[src/inc/lmac_consts.vh]
/*
 Constants for the logger mission and alarm configuration block:
 register addresses, bit positions, fixed bit patterns, log start addresses.
 Assumes inclusion by bare name from the design file.
*/
`ifndef LMAC_CONSTS_VH
`define LMAC_CONSTS_VH
`define LMAC_ADDR_TEMP_CTRL   10'h210
`define LMAC_ADDR_HUM_CTRL    10'h211
`define LMAC_ADDR_OSC_CTRL    10'h212
`define LMAC_ADDR_LOG_CTRL    10'h213
`define LMAC_ADDR_ALARM_STAT  10'h214
`define LMAC_HUM_FIXED        8'hfc
`define LMAC_LOG_FIXED        8'hc0
`define LMAC_STAT_FIXED       8'h70
`define LMAC_BIT_LOW          0
`define LMAC_BIT_HIGH         1
`define LMAC_BIT_TLOG         0
`define LMAC_BIT_HLOG         1
`define LMAC_BIT_TWIDE        2
`define LMAC_BIT_HWIDE        3
`define LMAC_BIT_WRAP         4
`define LMAC_BIT_ALARM_START  5
`define LMAC_BIT_RESTART      7
`define LMAC_LOG_BASE         16'h1000
`define LMAC_HUM_BASE_EQ      16'h2000
`define LMAC_HUM_BASE_8_16    16'h1a00
`define LMAC_HUM_BASE_16_8    16'h2400
`define LMAC_LOG_END          16'h2fff
`endif

[src/hw/lmac_core.v]
/*
 Mission/alarm configuration registers of a temperature and humidity logger,
 plus the log address sequencer for the data-log memory.
 Assumes a command decoder on the same clock delivering one-cycle strobes,
 sensor results with a one-cycle valid, and a byte-wide memory write port.
*/
`timescale 1ns/100ps
`include "lmac_consts.vh"
module lmac_core (
	input  wire        clock_i,
	input  wire        rst_i,
	input  wire        clk_en_i,
	input  wire        wr_i,
	input  wire [9:0]  addr_i,
	input  wire [7:0]  wdata_i,
	output reg  [7:0]  rdata_o,
	input  wire        start_mission_i,
	input  wire        stop_mission_i,
	input  wire        forced_conv_i,
	input  wire        clear_memory_i,
	input  wire [7:0]  temp_high_thr_i,
	input  wire [7:0]  temp_low_thr_i,
	input  wire [7:0]  hum_high_thr_i,
	input  wire [7:0]  hum_low_thr_i,
	input  wire        temp_valid_i,
	input  wire [15:0] temp_data_i,
	input  wire        hum_valid_i,
	input  wire [15:0] hum_data_i,
	output reg         mission_active_o,
	output reg         waiting_alarm_o,
	output reg         oscillator_run_o,
	output reg         seconds_rate_select_o,
	output reg         narrow_temp_conv_o,
	output reg         conv_enable_o,
	output reg         sample_count_o,
	output reg         mem_we_o,
	output reg  [15:0] mem_addr_o,
	output reg  [7:0]  mem_wdata_o,
	output reg         start_refused_o
);
	reg  [1:0]  temp_en_reg;
	reg  [1:0]  hum_en_reg;
	reg  [1:0]  osc_reg;
	reg  [5:0]  log_reg;
	reg  [3:0]  flags_reg;
	reg         bor_reg;
	reg         log_full_reg;
	reg  [15:0] temp_ptr_reg;
	reg  [15:0] hum_ptr_reg;
	reg  [7:0]  low_byte_reg;
	reg         low_pend_reg;
	wire [3:0]  flags_next;
	reg  [15:0] hum_base;
	reg  [15:0] temp_end;
	wire        wr_ok;
	wire        temp_log;
	wire        hum_log;
	wire        alarm_start_on;
	wire        t_hi;
	wire        t_lo;
	wire        h_hi;
	wire        h_lo;
	wire        t_alarm;
	wire        do_log_t;
	wire        do_log_h;

	assign temp_log = log_reg[`LMAC_BIT_TLOG];
	assign hum_log  = log_reg[`LMAC_BIT_HLOG];
	assign alarm_start_on = log_reg[`LMAC_BIT_ALARM_START] & temp_log;
	assign wr_ok    = wr_i & ~mission_active_o;
	// Only the upper byte is compared; lower bits are sub-LSB resolution
	assign t_hi = temp_data_i[15:8] >= temp_high_thr_i;
	assign t_lo = temp_data_i[15:8] <= temp_low_thr_i;
	assign h_hi = hum_data_i[15:8] >= hum_high_thr_i;
	assign h_lo = hum_data_i[15:8] <= hum_low_thr_i;
	assign t_alarm = (t_hi & temp_en_reg[`LMAC_BIT_HIGH]) |
			 (t_lo & temp_en_reg[`LMAC_BIT_LOW]);
	assign do_log_t = mission_active_o & temp_valid_i & temp_log &
			  ~log_full_reg & ~low_pend_reg &
			  (~waiting_alarm_o | t_alarm);
	assign do_log_h = mission_active_o & hum_valid_i & hum_log &
			  ~log_full_reg & ~low_pend_reg & ~do_log_t &
			  ~waiting_alarm_o;

	always @* begin
		// Humidity region start depends on both formats when temperature is also logged
		if (!temp_log)
			hum_base = `LMAC_LOG_BASE;
		else if (log_reg[`LMAC_BIT_TWIDE] == log_reg[`LMAC_BIT_HWIDE])
			hum_base = `LMAC_HUM_BASE_EQ;
		else if (log_reg[`LMAC_BIT_HWIDE])
			hum_base = `LMAC_HUM_BASE_8_16;
		else
			hum_base = `LMAC_HUM_BASE_16_8;
		temp_end = hum_log ? hum_base - 16'h0001 : `LMAC_LOG_END;
	end

	// Step and increment sums carry one spare bit that is dropped on purpose
	wire [16:0] addr_inc_sum;
	wire [16:0] temp_last_sum;
	wire [16:0] hum_last_sum;
	wire [16:0] temp_step;
	wire [16:0] hum_step;
	wire [16:0] temp_step_sum;
	wire [16:0] hum_step_sum;
	wire [3:0]  flag_hit;
	wire [3:0]  flag_en;
	wire [3:0]  flag_valid;
	wire        sel_temp;
	wire        sel_hum;
	wire        sel_osc;
	wire        sel_log;
	wire        start_ok;
	wire        start_go;
	wire        temp_at_end;
	wire        hum_at_end;
	wire        end_no_wrap;
	reg  [3:0]  phase_reg;
	reg  [3:0]  phase_next;
	genvar      gi;

	// One-hot mission phases
	localparam [3:0] PH_IDLE = 4'b0001;
	localparam [3:0] PH_WAIT = 4'b0010;
	localparam [3:0] PH_RUN  = 4'b0100;
	localparam [3:0] PH_FULL = 4'b1000;

	assign sel_temp = wr_ok & (addr_i == `LMAC_ADDR_TEMP_CTRL);
	assign sel_hum  = wr_ok & (addr_i == `LMAC_ADDR_HUM_CTRL);
	assign sel_osc  = wr_ok & (addr_i == `LMAC_ADDR_OSC_CTRL);
	assign sel_log  = wr_ok & (addr_i == `LMAC_ADDR_LOG_CTRL);
	assign start_ok = start_mission_i & ~mission_active_o;
	assign start_go = start_ok & (temp_log | hum_log);

	assign temp_step = log_reg[`LMAC_BIT_TWIDE] ? 17'h0_0002
						      : 17'h0_0001;
	assign hum_step  = log_reg[`LMAC_BIT_HWIDE] ? 17'h0_0002
						      : 17'h0_0001;
	assign addr_inc_sum  = {1'b0, mem_addr_o} + 17'h0_0001;
	assign temp_last_sum = {1'b0, temp_ptr_reg} +
			       {16'h0000, log_reg[`LMAC_BIT_TWIDE]};
	assign hum_last_sum  = {1'b0, hum_ptr_reg} +
			       {16'h0000, log_reg[`LMAC_BIT_HWIDE]};
	assign temp_step_sum = {1'b0, temp_ptr_reg} + temp_step;
	assign hum_step_sum  = {1'b0, hum_ptr_reg} + hum_step;
	// Last entry of a region: its final byte reaches the region end
	assign temp_at_end = temp_last_sum >= {1'b0, temp_end};
	assign hum_at_end  = hum_last_sum >= {1'b0, `LMAC_LOG_END};
	assign end_no_wrap = ~log_reg[`LMAC_BIT_WRAP] &
			     ((do_log_t & temp_at_end) | (do_log_h & hum_at_end));

	// Order follows the status byte: hum high, hum low, temp high, low
	assign flag_hit   = {h_hi, h_lo, t_hi, t_lo};
	assign flag_en    = {hum_en_reg, temp_en_reg};
	assign flag_valid = {{2{hum_valid_i}}, {2{temp_valid_i}}} &
			    {4{mission_active_o | forced_conv_i}};

	generate
	for (gi = 0; gi < 4; gi = gi + 1) begin : g_flag
		// Flags are sticky; only clear-memory takes them down
		assign flags_next[gi] = flags_reg[gi] |
			(flag_valid[gi] & flag_en[gi] & flag_hit[gi]);
	end
	endgenerate

	always @* begin
		phase_next = phase_reg;
		case (phase_reg)
		PH_IDLE: begin
			if (start_go) begin
				if (alarm_start_on)
					phase_next = PH_WAIT;
				else
					phase_next = PH_RUN;
			end
		end
		PH_WAIT: begin
			if (do_log_t)
				phase_next = end_no_wrap ? PH_FULL : PH_RUN;
		end
		PH_RUN: begin
			if (end_no_wrap)
				phase_next = PH_FULL;
		end
		PH_FULL: begin
			// Only a stop leaves a full log
			phase_next = PH_FULL;
		end
		default: begin
			phase_next = PH_IDLE;
		end
		endcase
		if (stop_mission_i)
			phase_next = PH_IDLE;
	end

	// Control registers; writes are refused while a mission runs
	always @(posedge clock_i) begin
		if (rst_i) begin
			temp_en_reg <= 2'b00;
			hum_en_reg  <= 2'b00;
			osc_reg     <= 2'b00;
			log_reg     <= 6'h00;
		end else if (clk_en_i) begin
			if (sel_temp)
				temp_en_reg <= wdata_i[1:0];
			if (sel_hum)
				hum_en_reg <= wdata_i[1:0];
			if (sel_log)
				log_reg <= wdata_i[5:0];
			if (sel_osc)
				osc_reg[1] <= wdata_i[1];
			// Commands that need the clock beat a same-cycle write
			if (forced_conv_i | start_go)
				osc_reg[0] <= 1'b1;
			else if (sel_osc)
				osc_reg[0] <= wdata_i[0];
		end
	end

	always @(posedge clock_i) begin
		if (rst_i) begin
			flags_reg <= 4'h0;
			bor_reg   <= 1'b1;
		end else if (clk_en_i) begin
			// A same-cycle alarm event survives the clear unless its flag was already set
			if (clear_memory_i) begin
				flags_reg <= flags_next & ~flags_reg;
				bor_reg   <= 1'b0;
			end else begin
				flags_reg <= flags_next;
			end
		end
	end

	always @(posedge clock_i) begin
		if (rst_i) begin
			phase_reg        <= PH_IDLE;
			mission_active_o <= 1'b0;
			log_full_reg     <= 1'b0;
			waiting_alarm_o  <= 1'b0;
			start_refused_o  <= 1'b0;
		end else if (clk_en_i) begin
			phase_reg        <= phase_next;
			mission_active_o <= (phase_next != PH_IDLE);
			log_full_reg     <= (phase_next == PH_FULL);
			start_refused_o  <= start_ok & ~(temp_log | hum_log);
			// The wait flag outlives a stop until the next start
			if (start_go)
				waiting_alarm_o <= alarm_start_on;
			else if (do_log_t & waiting_alarm_o)
				waiting_alarm_o <= 1'b0;
		end
	end

	always @(posedge clock_i) begin
		if (rst_i) begin
			temp_ptr_reg <= `LMAC_LOG_BASE;
			hum_ptr_reg  <= `LMAC_LOG_BASE;
			low_byte_reg <= 8'h00;
		end else if (clk_en_i) begin
			if (start_go) begin
				temp_ptr_reg <= `LMAC_LOG_BASE;
				hum_ptr_reg  <= hum_base;
			end
			if (do_log_t) begin
				if (!temp_at_end)
					temp_ptr_reg <= temp_step_sum[15:0];
				else if (log_reg[`LMAC_BIT_WRAP])
					temp_ptr_reg <= `LMAC_LOG_BASE;
			end
			if (do_log_h) begin
				if (!hum_at_end)
					hum_ptr_reg <= hum_step_sum[15:0];
				else if (log_reg[`LMAC_BIT_WRAP])
					hum_ptr_reg <= hum_base;
			end
			if (do_log_t)
				low_byte_reg <= temp_data_i[7:0];
			else if (do_log_h)
				low_byte_reg <= hum_data_i[7:0];
		end
	end

	always @(posedge clock_i) begin
		if (rst_i) begin
			low_pend_reg   <= 1'b0;
			mem_we_o       <= 1'b0;
			mem_addr_o     <= 16'h0000;
			mem_wdata_o    <= 8'h00;
			sample_count_o <= 1'b0;
		end else if (clk_en_i) begin
			mem_we_o       <= 1'b0;
			sample_count_o <= 1'b0;
			if (do_log_t) begin
				// The trigger sample is logged but not counted
				sample_count_o <= ~waiting_alarm_o;
				mem_we_o       <= 1'b1;
				mem_addr_o     <= temp_ptr_reg;
				mem_wdata_o    <= temp_data_i[15:8];
				low_pend_reg   <= log_reg[`LMAC_BIT_TWIDE] &
						  ~alarm_start_on;
			end else if (do_log_h) begin
				// With both streams logged the pair counts once
				sample_count_o <= ~temp_log;
				mem_we_o       <= 1'b1;
				mem_addr_o     <= hum_ptr_reg;
				mem_wdata_o    <= hum_data_i[15:8];
				low_pend_reg   <= log_reg[`LMAC_BIT_HWIDE];
			end else if (low_pend_reg) begin
				// Low byte follows at the next address
				mem_we_o     <= 1'b1;
				mem_addr_o   <= addr_inc_sum[15:0];
				mem_wdata_o  <= low_byte_reg;
				low_pend_reg <= 1'b0;
			end
		end
	end

	// Read data is registered: it answers the address of the last cycle
	always @(posedge clock_i) begin
		if (rst_i) begin
			rdata_o <= 8'h00;
		end else if (clk_en_i) begin
			case (addr_i)
			`LMAC_ADDR_TEMP_CTRL:
				rdata_o <= {6'h00, temp_en_reg};
			`LMAC_ADDR_HUM_CTRL:
				rdata_o <= `LMAC_HUM_FIXED | {6'h00, hum_en_reg};
			`LMAC_ADDR_OSC_CTRL:
				rdata_o <= {6'h00, osc_reg};
			`LMAC_ADDR_LOG_CTRL:
				rdata_o <= `LMAC_LOG_FIXED | {2'b00, log_reg};
			`LMAC_ADDR_ALARM_STAT:
				rdata_o <= `LMAC_STAT_FIXED |
					   {bor_reg, 3'b000, flags_reg};
			default:
				rdata_o <= 8'h00;
			endcase
		end
	end

	always @(posedge clock_i) begin
		if (rst_i) begin
			oscillator_run_o      <= 1'b0;
			seconds_rate_select_o <= 1'b0;
			narrow_temp_conv_o    <= 1'b0;
			conv_enable_o         <= 1'b0;
		end else if (clk_en_i) begin
			oscillator_run_o      <= osc_reg[0];
			seconds_rate_select_o <= osc_reg[1];
			narrow_temp_conv_o    <= waiting_alarm_o;
			conv_enable_o <= mission_active_o & ~log_full_reg;
		end
	end
endmodule

[config.mk]
export PLATFORM = sky130hd
export DESIGN_NAME = lmac_core
export DESIGN_NICKNAME = d
export VERILOG_FILES = /design/src/hw/lmac_core.v
export VERILOG_INCLUDE_DIRS = /design/src /design/src/inc
export SDC_FILE = /design/constraint.sdc
export NUM_CORES = 1
export LEC_CHECK = 0
export BUFFER_PORTS_ARGS = -buffer_cell sky130_fd_sc_hd__buf_2
export CAP_MARGIN = 20
export CORE_MARGIN = 2
export CORE_UTILIZATION = 50
export CTS_CLUSTER_DIAMETER = 60
export DETAILED_ROUTE_END_ITERATION = 10
export PLACE_DENSITY = 0.79
export SYNTH_ARGS = -nofsm -noshare
export SYNTH_HDL_FRONTEND = slang
export SYNTH_SLANG_ARGS = --single-unit
[constraint.sdc]
create_clock -name clock_i -period 4.4 [get_ports clock_i]
set_input_delay 0.66 -clock clock_i [delete_from_list [all_inputs] [get_ports clock_i]]
set_output_delay 0.66 -clock clock_i [all_outputs]
set_load 0.01 [all_outputs]
==> results of run 1 <==
cells in the mapped netlist (all sizes together) (9+ instances only):
library cell and number:
mux2i 19, nand2b 9, o21ai 46, a311o 9, ha 52, nor3 25, clkbuf 29, nor2 127
nand4 14, dfxtp 104, inv 54, a211oi 30, xor2 16, a21oi 61, xnor2 12, a22o 11
a21o 12, o31ai 13, a311oi 10, nand2 99, nand3 43, and3 11, buf 33, and2 10
through the flow:
step | hold slack (ns) | instances | worst slack [ns] | power, µW | cell area (µm²)
6_report | 0.455 | 1230 | 0.680 | 2010 | 8210
2_1_floorplan | 0.423 | 952 | 1.28 | 1140 | 7260
3_3_place_gp | 0.439 | 1213 | 0.818 | 1230 | 7920
5_1_grt | 0.468 | 1230 | 0.340 | 2090 | 8210
4_1_cts | 0.454 | 1229 | 0.712 | 2020 | 8200
3_5_place_dp | 0.441 | 1213 | 0.739 | 1230 | 7920
layer usage:
layer / global-route usage / up-vias / part of all wire / wire length [µm]
li1: - / 3599 / - / -
met1: 0.348 / 3423 / 0.45 / 9140
met2: 0.428 / 257 / 0.46 / 9480
met3: 0.0417 / 43 / 0.061 / 1250
met4: 0.111 / 0 / 0.027 / 558
met5: 0 / - / 0 / 0
how the worst max path moves through the flow:
| stage | startpoint | endpoint | slack (ns) | cells after the start |
|---|---|---|---|---|
| 2_1_floorplan | log_reg[0] | temp_ptr_reg[11] | 1.28 | 15 |
| 3_3_place_gp | log_reg[2] | temp_ptr_reg[15] | 0.82 | 14 |
| 3_5_place_dp | log_reg[2] | temp_ptr_reg[15] | 0.74 | 14 |
| 4_1_cts | log_reg[2] | temp_ptr_reg[15] | 0.71 | 14 |
| 5_1_grt | log_reg[2] | temp_ptr_reg[12] | 0.34 | 14 |
| 6_report | log_reg[2] | temp_ptr_reg[15] | 0.68 | 14 |
critical path, cell delays in order (launching register included):
cell and delay (ns):
dfxtp_1 0.50, ha_1 0.24, nand3_1 0.13, nor3_1 0.39
nand3_1 0.15, xnor2_1 0.16, ha_1 0.33, o21ai_0 0.16
nor2_1 0.06, o21bai_1 0.16, o211ai_2 0.20, a2111o_1 0.59
nor2_2 0.23, nand2_1 0.13, o31ai_1 0.22
final cells by class:
cell class	count	area, µm²
tap	184	230
inverter	55	206
fill	1352	6160
clock buffer	9	225
clock inverter	7	60.1
sequential	104	2080
timing repair buffer	140	723
multi-input combinational	731	4680
layout by cell type, fill, tap and decap left out, types with 7 or more instances in the layout:
master / count
o31ai_1: 12
nand2_1: 98
buf_2: 130
nand4_1: 13
nand3b_1: 7
inv_1: 54
dfxtp_1: 104
xnor2_1: 12
and2_1: 10
a21oi_1: 58
a31oi_1: 8
o21ai_0: 33
a21o_1: 11
nand3_1: 43
buf_4: 9
nand2b_1: 9
xor2_1: 16
mux2i_1: 19
a211oi_1: 30
nor3_1: 25
o21ai_1: 13
clkbuf_16: 9
and3_1: 11
ha_1: 52
a311o_1: 9
a22o_1: 11
nor2_1: 126
nor2b_1: 8
a311oi_1: 9
logic make-up after synthesis:
kind of cell,count (synthesis)
XOR/XNOR,28
flip-flops,104
buffers and inverters,117
AND/OR/NAND/NOR,371
AO/OA/AOI/OAI,256
adder cells (fa/ha/maj),54
other,1
multiplexers,20
report_power, final:
group | switching, µW | internal, µW
clock | 405 | 395
combinational | 135 | 102
sequential | 18.6 | 957
total | 559 | 1450
==> reports/qor.csv, run 1 <==
metric,value,unit
# diodes,0,
TritonCTS buffer count,9,
gpl congestion,0.935,
XOR/XNOR share of the synthesized area,0.0338,
Syn Std Cell Area,7250,µm²
hold path cells,2,
wire per inst,16.6,µm
VDD IR max,160,µV
CP Max Fanout,12,
# rows,44,
initial core utilization,0.505,
outcome,finished clean,
CTS Root Cell,clkbuf_16,
GRT Total Usage,0.263,
Max clock buf depth,2,
RSZ-0062 raised after global routing,false,
# setup viols final,0,
"EDFF count, synth",0,
post-CTS setup buffers,0,
CP required,4.68,ns
post-synthesis mux area share,0.0278,
largest net degree at the start of global routing,53,
Peak Freq,269,MHz
Final #Nets,1187,
CP startpoint kind,flip-flop,
sequential area share after synthesis,0.287,
# H-tree levels,3,
gr ovfl total,0,
"Primary FF master, synth",dfxtp_1,
Antenna Nets Post-Route,0,
Crit path arrival time,4.00,ns
final wirelength,20.4,mm
worst hold path class,flip-flop to flip-flop,
reg2reg start,log_reg[2],
Compound-Gate Fraction of Synth Area,0.250,
worst-margin pin slew,1.04,ns
Clock transition at path regs,0.08,ns
TritonCTS Sinks,104,
Simple-Gate Fraction of Synth Area,0.238,
count of cell types in the netlist,76,
TritonCTS clock tree,yes,
Slew Limit Fails,0,
fin util,0.571,
Final Hold Fails,0,
slew margin rel.,0.297,
crit end category,flip-flop,
CTS Hold Bufs,0,
1st-pass router iterations,5,
hold path start,bor_reg,
async set-or-reset flop fraction in the synthesized netlist,0,
Worst-Skew Late Latency,0.37,ns
"flops & latches, synth",104,
cell taking the most area after synthesis,dfxtp_1,
via-per-instance ratio,5.95,
worst r2r path cells,14,
# resized after CTS,0,
largest family of logic cells by synthesized area,compound AO/OA/AOI/OAI gates,
first-pass GRT wire length,34.0,mm
Synth Area in Adders,0.0952,
DR iter-0 viols,647,
hpwl dp,15.1,mm
R2R setup slack,0.68,ns
Max-Cap Viols,0,
Leak Pwr,0.00342,µW
die width,124,µm
Die Y,124,µm
period utilisation layout,0.846,
number of global-route vias before repair,6931,
I/O Buffers,130,
Syn. warnings,0,
reg2reg end,temp_ptr_reg[15],
setup TNS,0,ns
Syn Inst Count,951,
initial antenna violation count,0,
ranking of synthesized cells by area,"dfxtp_1 (29%), ha_1 (9.0%), nor2_1 (6.5%), nand2_1 (5.1%), a21oi_1 (4.0%)",
Hold EP,bor_reg,
Tmin final,3.72,ns
DRC Markers,0,
layout cells sized above 1,0.168,
I/O pin count,133,
vias,7322,
Layout Skew,0.0127,ns
Mean Syn Cell Area,7.63,µm²
Pwr Density,245,nW/µm²
Crit Path Class,flip-flop to flip-flop,
"Area growth, synth to finish",13.1,%
die area,15500,µm²
core outline area,14400,µm²
top-area cell type share of the netlist area,0.287,
Power figures use the tool's default switching activity.
==> run 2, diff against run 1 <==
ABC_AREA = 1   (was default)
PLACE_DENSITY = 0.81   (was 0.79)
clock period = 3.4 ns   (was 4.4 ns; I/O delays follow)
==> reports/qor.csv, run 2 <==
metric,value,unit
outcome,finished clean,
via-per-instance ratio,5.62,
most common cell in the synthesized netlist,nand2_1,
I/O Buffers,130,
TritonCTS buffer count,9,
slew margin rel.,0.574,
Worst-Skew Late Latency,0.36,ns
cell taking the most area after synthesis,dfxtp_1,
Leak Pwr,0.00415,µW
ranking of synthesized cells by area,"dfxtp_1 (26%), nand2_1 (9.5%), a21oi_1 (9.0%), ha_1 (8.2%), o21ai_0 (6.9%)",
Slew Limit Fails,0,
GRT Total Usage,0.277,
fillers,1471,
VDD IR max,220,µV
top-area cell type share of the netlist area,0.263,
Antenna Nets Post-Route,0,
I/O pin count,133,
Pwr Density,316,nW/µm²
setup TNS,0,ns
core outline area,15700,µm²
post-synthesis mux area share,0,
period utilisation layout,0.937,
wire per inst,15.3,µm
# rows,46,
CP Max Fanout,3,
"commonest non-fill, non-tap cell in the layout",nand2_1,
DRC Markers,0,
gr ovfl total,0,
hold_ws,0.448,ns
DR WL met3,1.65,mm
Final #Nets,1459,
CP startpoint kind,flip-flop,
async set-or-reset flop fraction in the synthesized netlist,0,
die width,130,µm
layout cells sized above 1,0.176,
Peak Freq,314,MHz
vias,8622,
Simple-Gate Fraction of Synth Area,0.254,
XOR/XNOR share of the synthesized area,0.0464,
sequential area share after synthesis,0.263,
Tmin final,3.19,ns
Synth Area in Adders,0.0871,
Syn Inst Count,1207,
Syn. warnings,0,
"commonest non-fill, non-tap cells in the layout","nand2_1 (201), a21oi_1 (142), inv_1 (137), buf_2 (130)",
M1 WL,10.2,mm
final wirelength,23.5,mm
Final Hold Fails,0,
Clock transition at path regs,0.08,ns
CTS Hold Bufs,0,
highest routed metal layer,met4,
"flops & latches, synth",104,
DR iter-0 viols,780,
# H-tree levels,3,
die area,16900,µm²
Die Y,130,µm
# diodes,0,
CTS Root Cell,clkbuf_16,
number of global-route vias before repair,7806,
worst setup margin,0.214,ns
worst hold path class,input pin to flip-flop,
CP required,3.69,ns
# setup viols final,0,
initial antenna violation count,0,
Compound-Gate Fraction of Synth Area,0.240,
met2 wire len,11.1,mm
count of cell types in the netlist,51,
"Primary FF master, synth",dfxtp_1,
"EDFF count, synth",0,
largest net degree at the start of global routing,61,
list of most frequent post-synthesis cells,"nand2_1 (201), a21oi_1 (143), inv_1 (138)",
Max clock buf depth,2,
dpl ws,0.123,ns
hpwl dp,16.8,mm
"Area growth, synth to finish",15.4,%
Design Power,2890,µW
Layout Skew,0.00574,ns
initial core utilization,0.504,
crit end category,flip-flop,
Syn Std Cell Area,7930,µm²
Mean Syn Cell Area,6.57,µm²
worst-margin pin slew,0.633,ns
1st-pass router iterations,5,
Crit path arrival time,3.48,ns
TritonCTS clock tree,yes,
Max-Cap Viols,0,
first-pass GRT wire length,37.6,mm
TritonCTS Sinks,104,
gpl congestion,0.931,
largest family of logic cells by synthesized area,simple AND/OR/NAND/NOR gates,
Crit Path Class,flip-flop to flip-flop,
## run 2: critical path: stages, from the launching register on
cell	delay [ns]
dfxtp_1	0.35
ha_2	0.21
ha_1	0.18
inv_1	0.08
nor2_1	0.16
nand4_1	0.13
inv_1	0.08
nand2_1	0.07
xor2_1	0.17
ha_1	0.30
nand2_1	0.07
a21oi_1	0.11
nand2_1	0.08
nor3_2	0.16
nand3_1	0.11
o21ai_2	0.23
buf_4	0.15
nand3_1	0.08
nand3_1	0.13
nand3_1	0.12
a21oi_1	0.15
## run 2: kinds of logic after synthesis
kind of cell	count (synthesis)
flops	104
xor+xnor	42
compound gates	337
simple gates	455
buf+inv	214
fa+ha+maj	54
other cells	1
## run 2: path summary, 6_finish.rpt
| path | from | end | slack, ns | depth (start not counted) |
|---|---|---|---|---|
| worst max register to register | log_reg[2] | log_full_reg | 0.21 | 20 |
| worst min register to register | bor_reg | bor_reg | 0.45 | 2 |
| worst min-delay path | wdata_i[3] | log_reg[3] | 0.45 | 3 |
| worst max-delay path | log_reg[2] | log_full_reg | 0.21 | 20 |
## run 2: what timing repair did
action	in CTS	in global routing
resized for setup	0	8
setup endpoints to repair	0	19
setup buffers	0	2
## run 2: report_power, final
group	internal (µW)	switching, µW
Clock	586	520
Sequential	1260	58.4
Combinational	187	282
Total	2030	861
## run 2: area by class of cell
| class | count | area (µm²) | share of cell area |
|---|---|---|---|
| Clock inverter | 6 | 76.3 | 0.00835 |
| Sequential cell | 104 | 2080 | 0.228 |
| Tap cell | 216 | 270 | 0.0296 |
| Timing Repair Buffer | 162 | 916 | 0.100 |
| Inverter | 146 | 551 | 0.0602 |
| Clock buffer | 10 | 229 | 0.0250 |
| Multi-Input combinational cell | 890 | 5020 | 0.549 |
## run 2: stage by stage
stage,utilization,cells,instance area (µm²)
global placement,0.559,1516,8790
CTS,0.579,1532,9090
floorplan,-,1208,7930
detailed placement,0.559,1516,8790
global route,0.582,1534,9150
finish,0.582,1534,9150
## run 2: per-layer routing
metal | vias up | global-route usage
li1 | 4255 | -
met1 | 3962 | 0.367
met2 | 351 | 0.457
met3 | 54 | 0.0431
met4 | 0 | 0.0999
met5 | - | 0
==> run 3, diff against run 2 <==
CORE_ASPECT_RATIO = 1.2   (was default)
==> reports/qor.csv, run 3 (synthesized netlist as in run 2, its figures left out) <==
metric,value,unit
outcome,finished clean,
# rows,50,
1st-pass router iterations,5,
gr ovfl total,0,
hold path cells,3,
Internal,1990,µW
Clock transition at path regs,0.07,ns
die area,16900,µm²
worst setup margin,0.272,ns
TritonCTS buffer count,9,
# H-tree levels,3,
share of power burned in registers,0.467,
final wirelength,24.1,mm
switching pwr,837,µW
clock power share,0.366,
placed cells,1514,
Peak Freq,320,MHz
Pwr Density,308,nW/µm²
Crit Path Class,flip-flop to flip-flop,
Tmin final,3.13,ns
first-pass GRT wire length,39.4,mm
R2R setup slack,0.27,ns
VDD IR max,272,µV
# diodes,0,
reg2reg end,temp_ptr_reg[12],
Max-Cap Viols,0,
Final Hold Fails,0,
# setup viols final,0,
core outline area,15600,µm²
Final Cell Area,9190,µm²
wire per inst,15.7,µm
"Area growth, synth to finish",15.9,%
Hold EP,start_refused_o,
setup TNS,0,ns
Worst-Skew Late Latency,0.36,ns
Max clock buf depth,2,
via-per-instance ratio,5.61,
RSZ-0062 raised after global routing,false,
Layout Skew,0.00536,ns
Die Y,142,µm
Post-DP Area,8820,µm²
reg2reg start,temp_ptr_reg[0],
worst-margin pin slew,0.751,ns
crit end category,flip-flop,
vias,8591,
"commonest non-fill, non-tap cell in the layout",nand2_1,
Antenna Nets Post-Route,0,
dpl ws,0.00157,ns
worst hold path class,input pin to flip-flop,
hpwl dp,17.6,mm
CP Max Fanout,14,
footprint of the multi-input gates,5030,µm²
die width,119,µm
fillers,1458,
Leak Pwr,0.00419,µW
Gate power share,0.167,
hold path start,start_mission_i,
GRT Total Usage,0.286,
initial core utilization,0.509,
gpl congestion,0.967,
Finished Layout Cells,1532,
Final #Nets,1465,
Sw Ratio,0.296,
TritonCTS clock tree,yes,
CTS Hold Bufs,0,
"commonest non-fill, non-tap cells in the layout","nand2_1 (201), a21oi_1 (142), inv_1 (138), buf_2 (130), o21ai_0 (109)",
Crit path arrival time,3.41,ns
largest net degree at the start of global routing,52,
CP startpoint,temp_ptr_reg[0],
CP startpoint kind,flip-flop,
I/O pin count,133,
slew margin rel.,0.499,
initial antenna violation count,0,
I/O Buffers,130,
number of global-route vias before repair,8187,
worst r2r path cells,18,
DRC Markers,0,
DR iter-0 viols,545,
layout cells sized above 1,0.182,
CTS Root Cell,clkbuf_16,
Slew Limit Fails,0,
period utilisation layout,0.920,
register area,2080,µm²
CP required,3.68,ns
TritonCTS Sinks,104,
==> run 3: changes by cell type in the layout (fill, tap and decap cells not counted), sizes merged <==
cell,delta
buf,+6
bufinv,-1
clkbuf,+1
clkinv,+2
clkinvlp,-2
==> run 3: cell type report <==
| class | instances | share of cell area |
|---|---|---|
| inverter | 146 | 0.0599 |
| sequential | 104 | 0.227 |
| timing repair buffer | 168 | 0.106 |
| tap | 208 | 0.0283 |
| clock inverter | 5 | 0.00395 |
| multi-input combinational | 890 | 0.547 |
| clock buffer | 11 | 0.0275 |
==> run 3: how the worst max path moves through the flow <==
stage	end	slack, ns	depth (start not counted)
5_1_grt	temp_ptr_reg[11]	0.009	20
2_1_floorplan	temp_ptr_reg[14]	0.31	18
6_report	temp_ptr_reg[12]	0.27	18
3_5_place_dp	temp_ptr_reg[0]	0.002	17
3_3_place_gp	temp_ptr_reg[0]	0.07	17
4_1_cts	temp_ptr_reg[12]	0.02	18
==> run 3: power groups by stage <==
stage	clock, µW	sequential (µW)	combinational [µW]
after global placement	0	1340	451
after global routing	1070	1330	536
after floorplan	0	1320	318
after CTS	1040	1320	468
final	1040	1320	472
after detailed placement	0	1350	465
==> run 3: worst max-delay path: stages, from the launching register on <==
cell and delay [ns]:
dfxtp_2 0.35, ha_4 0.15, nand4_1 0.13, or2_2 0.35
nor3_4 0.17, nand4_1 0.12, xnor2_1 0.15, ha_1 0.30
nand2_1 0.05, inv_1 0.08, nand3_1 0.09, nor3_1 0.14
nand3_1 0.10, o21ai_2 0.24, nor2_2 0.09, buf_6 0.16
inv_1 0.10, o21ai_0 0.09, o21ai_0 0.19
==> run 3: metrics by stage <==
step	hold slack [ns]	total power, µW	utilization
global route	0.459	2940	0.590
detailed placement	0.435	1810	0.567
finish	0.446	2830	0.590
CTS	0.440	2830	0.586
global placement	0.426	1800	0.567
floorplan	0.414	1640	-
==> run 3: per-layer routing <==
metal / vias up / GRT usage / part of all wire
met2: 341 / 0.486 / 0.48
met4: 0 / 0.173 / 0.048
met3: 71 / 0.0322 / 0.062
met1: 3917 / 0.348 / 0.41
met5: - / 0 / 0
li1: 4262 / - / -
==> run 3: what timing repair did <==
action,4_1_cts,5_1_grt
pin swaps,1,3
gates cloned,0,0
buffers inserted,1,1
endpoints found under the setup margin,4,19
resized for setup,0,11
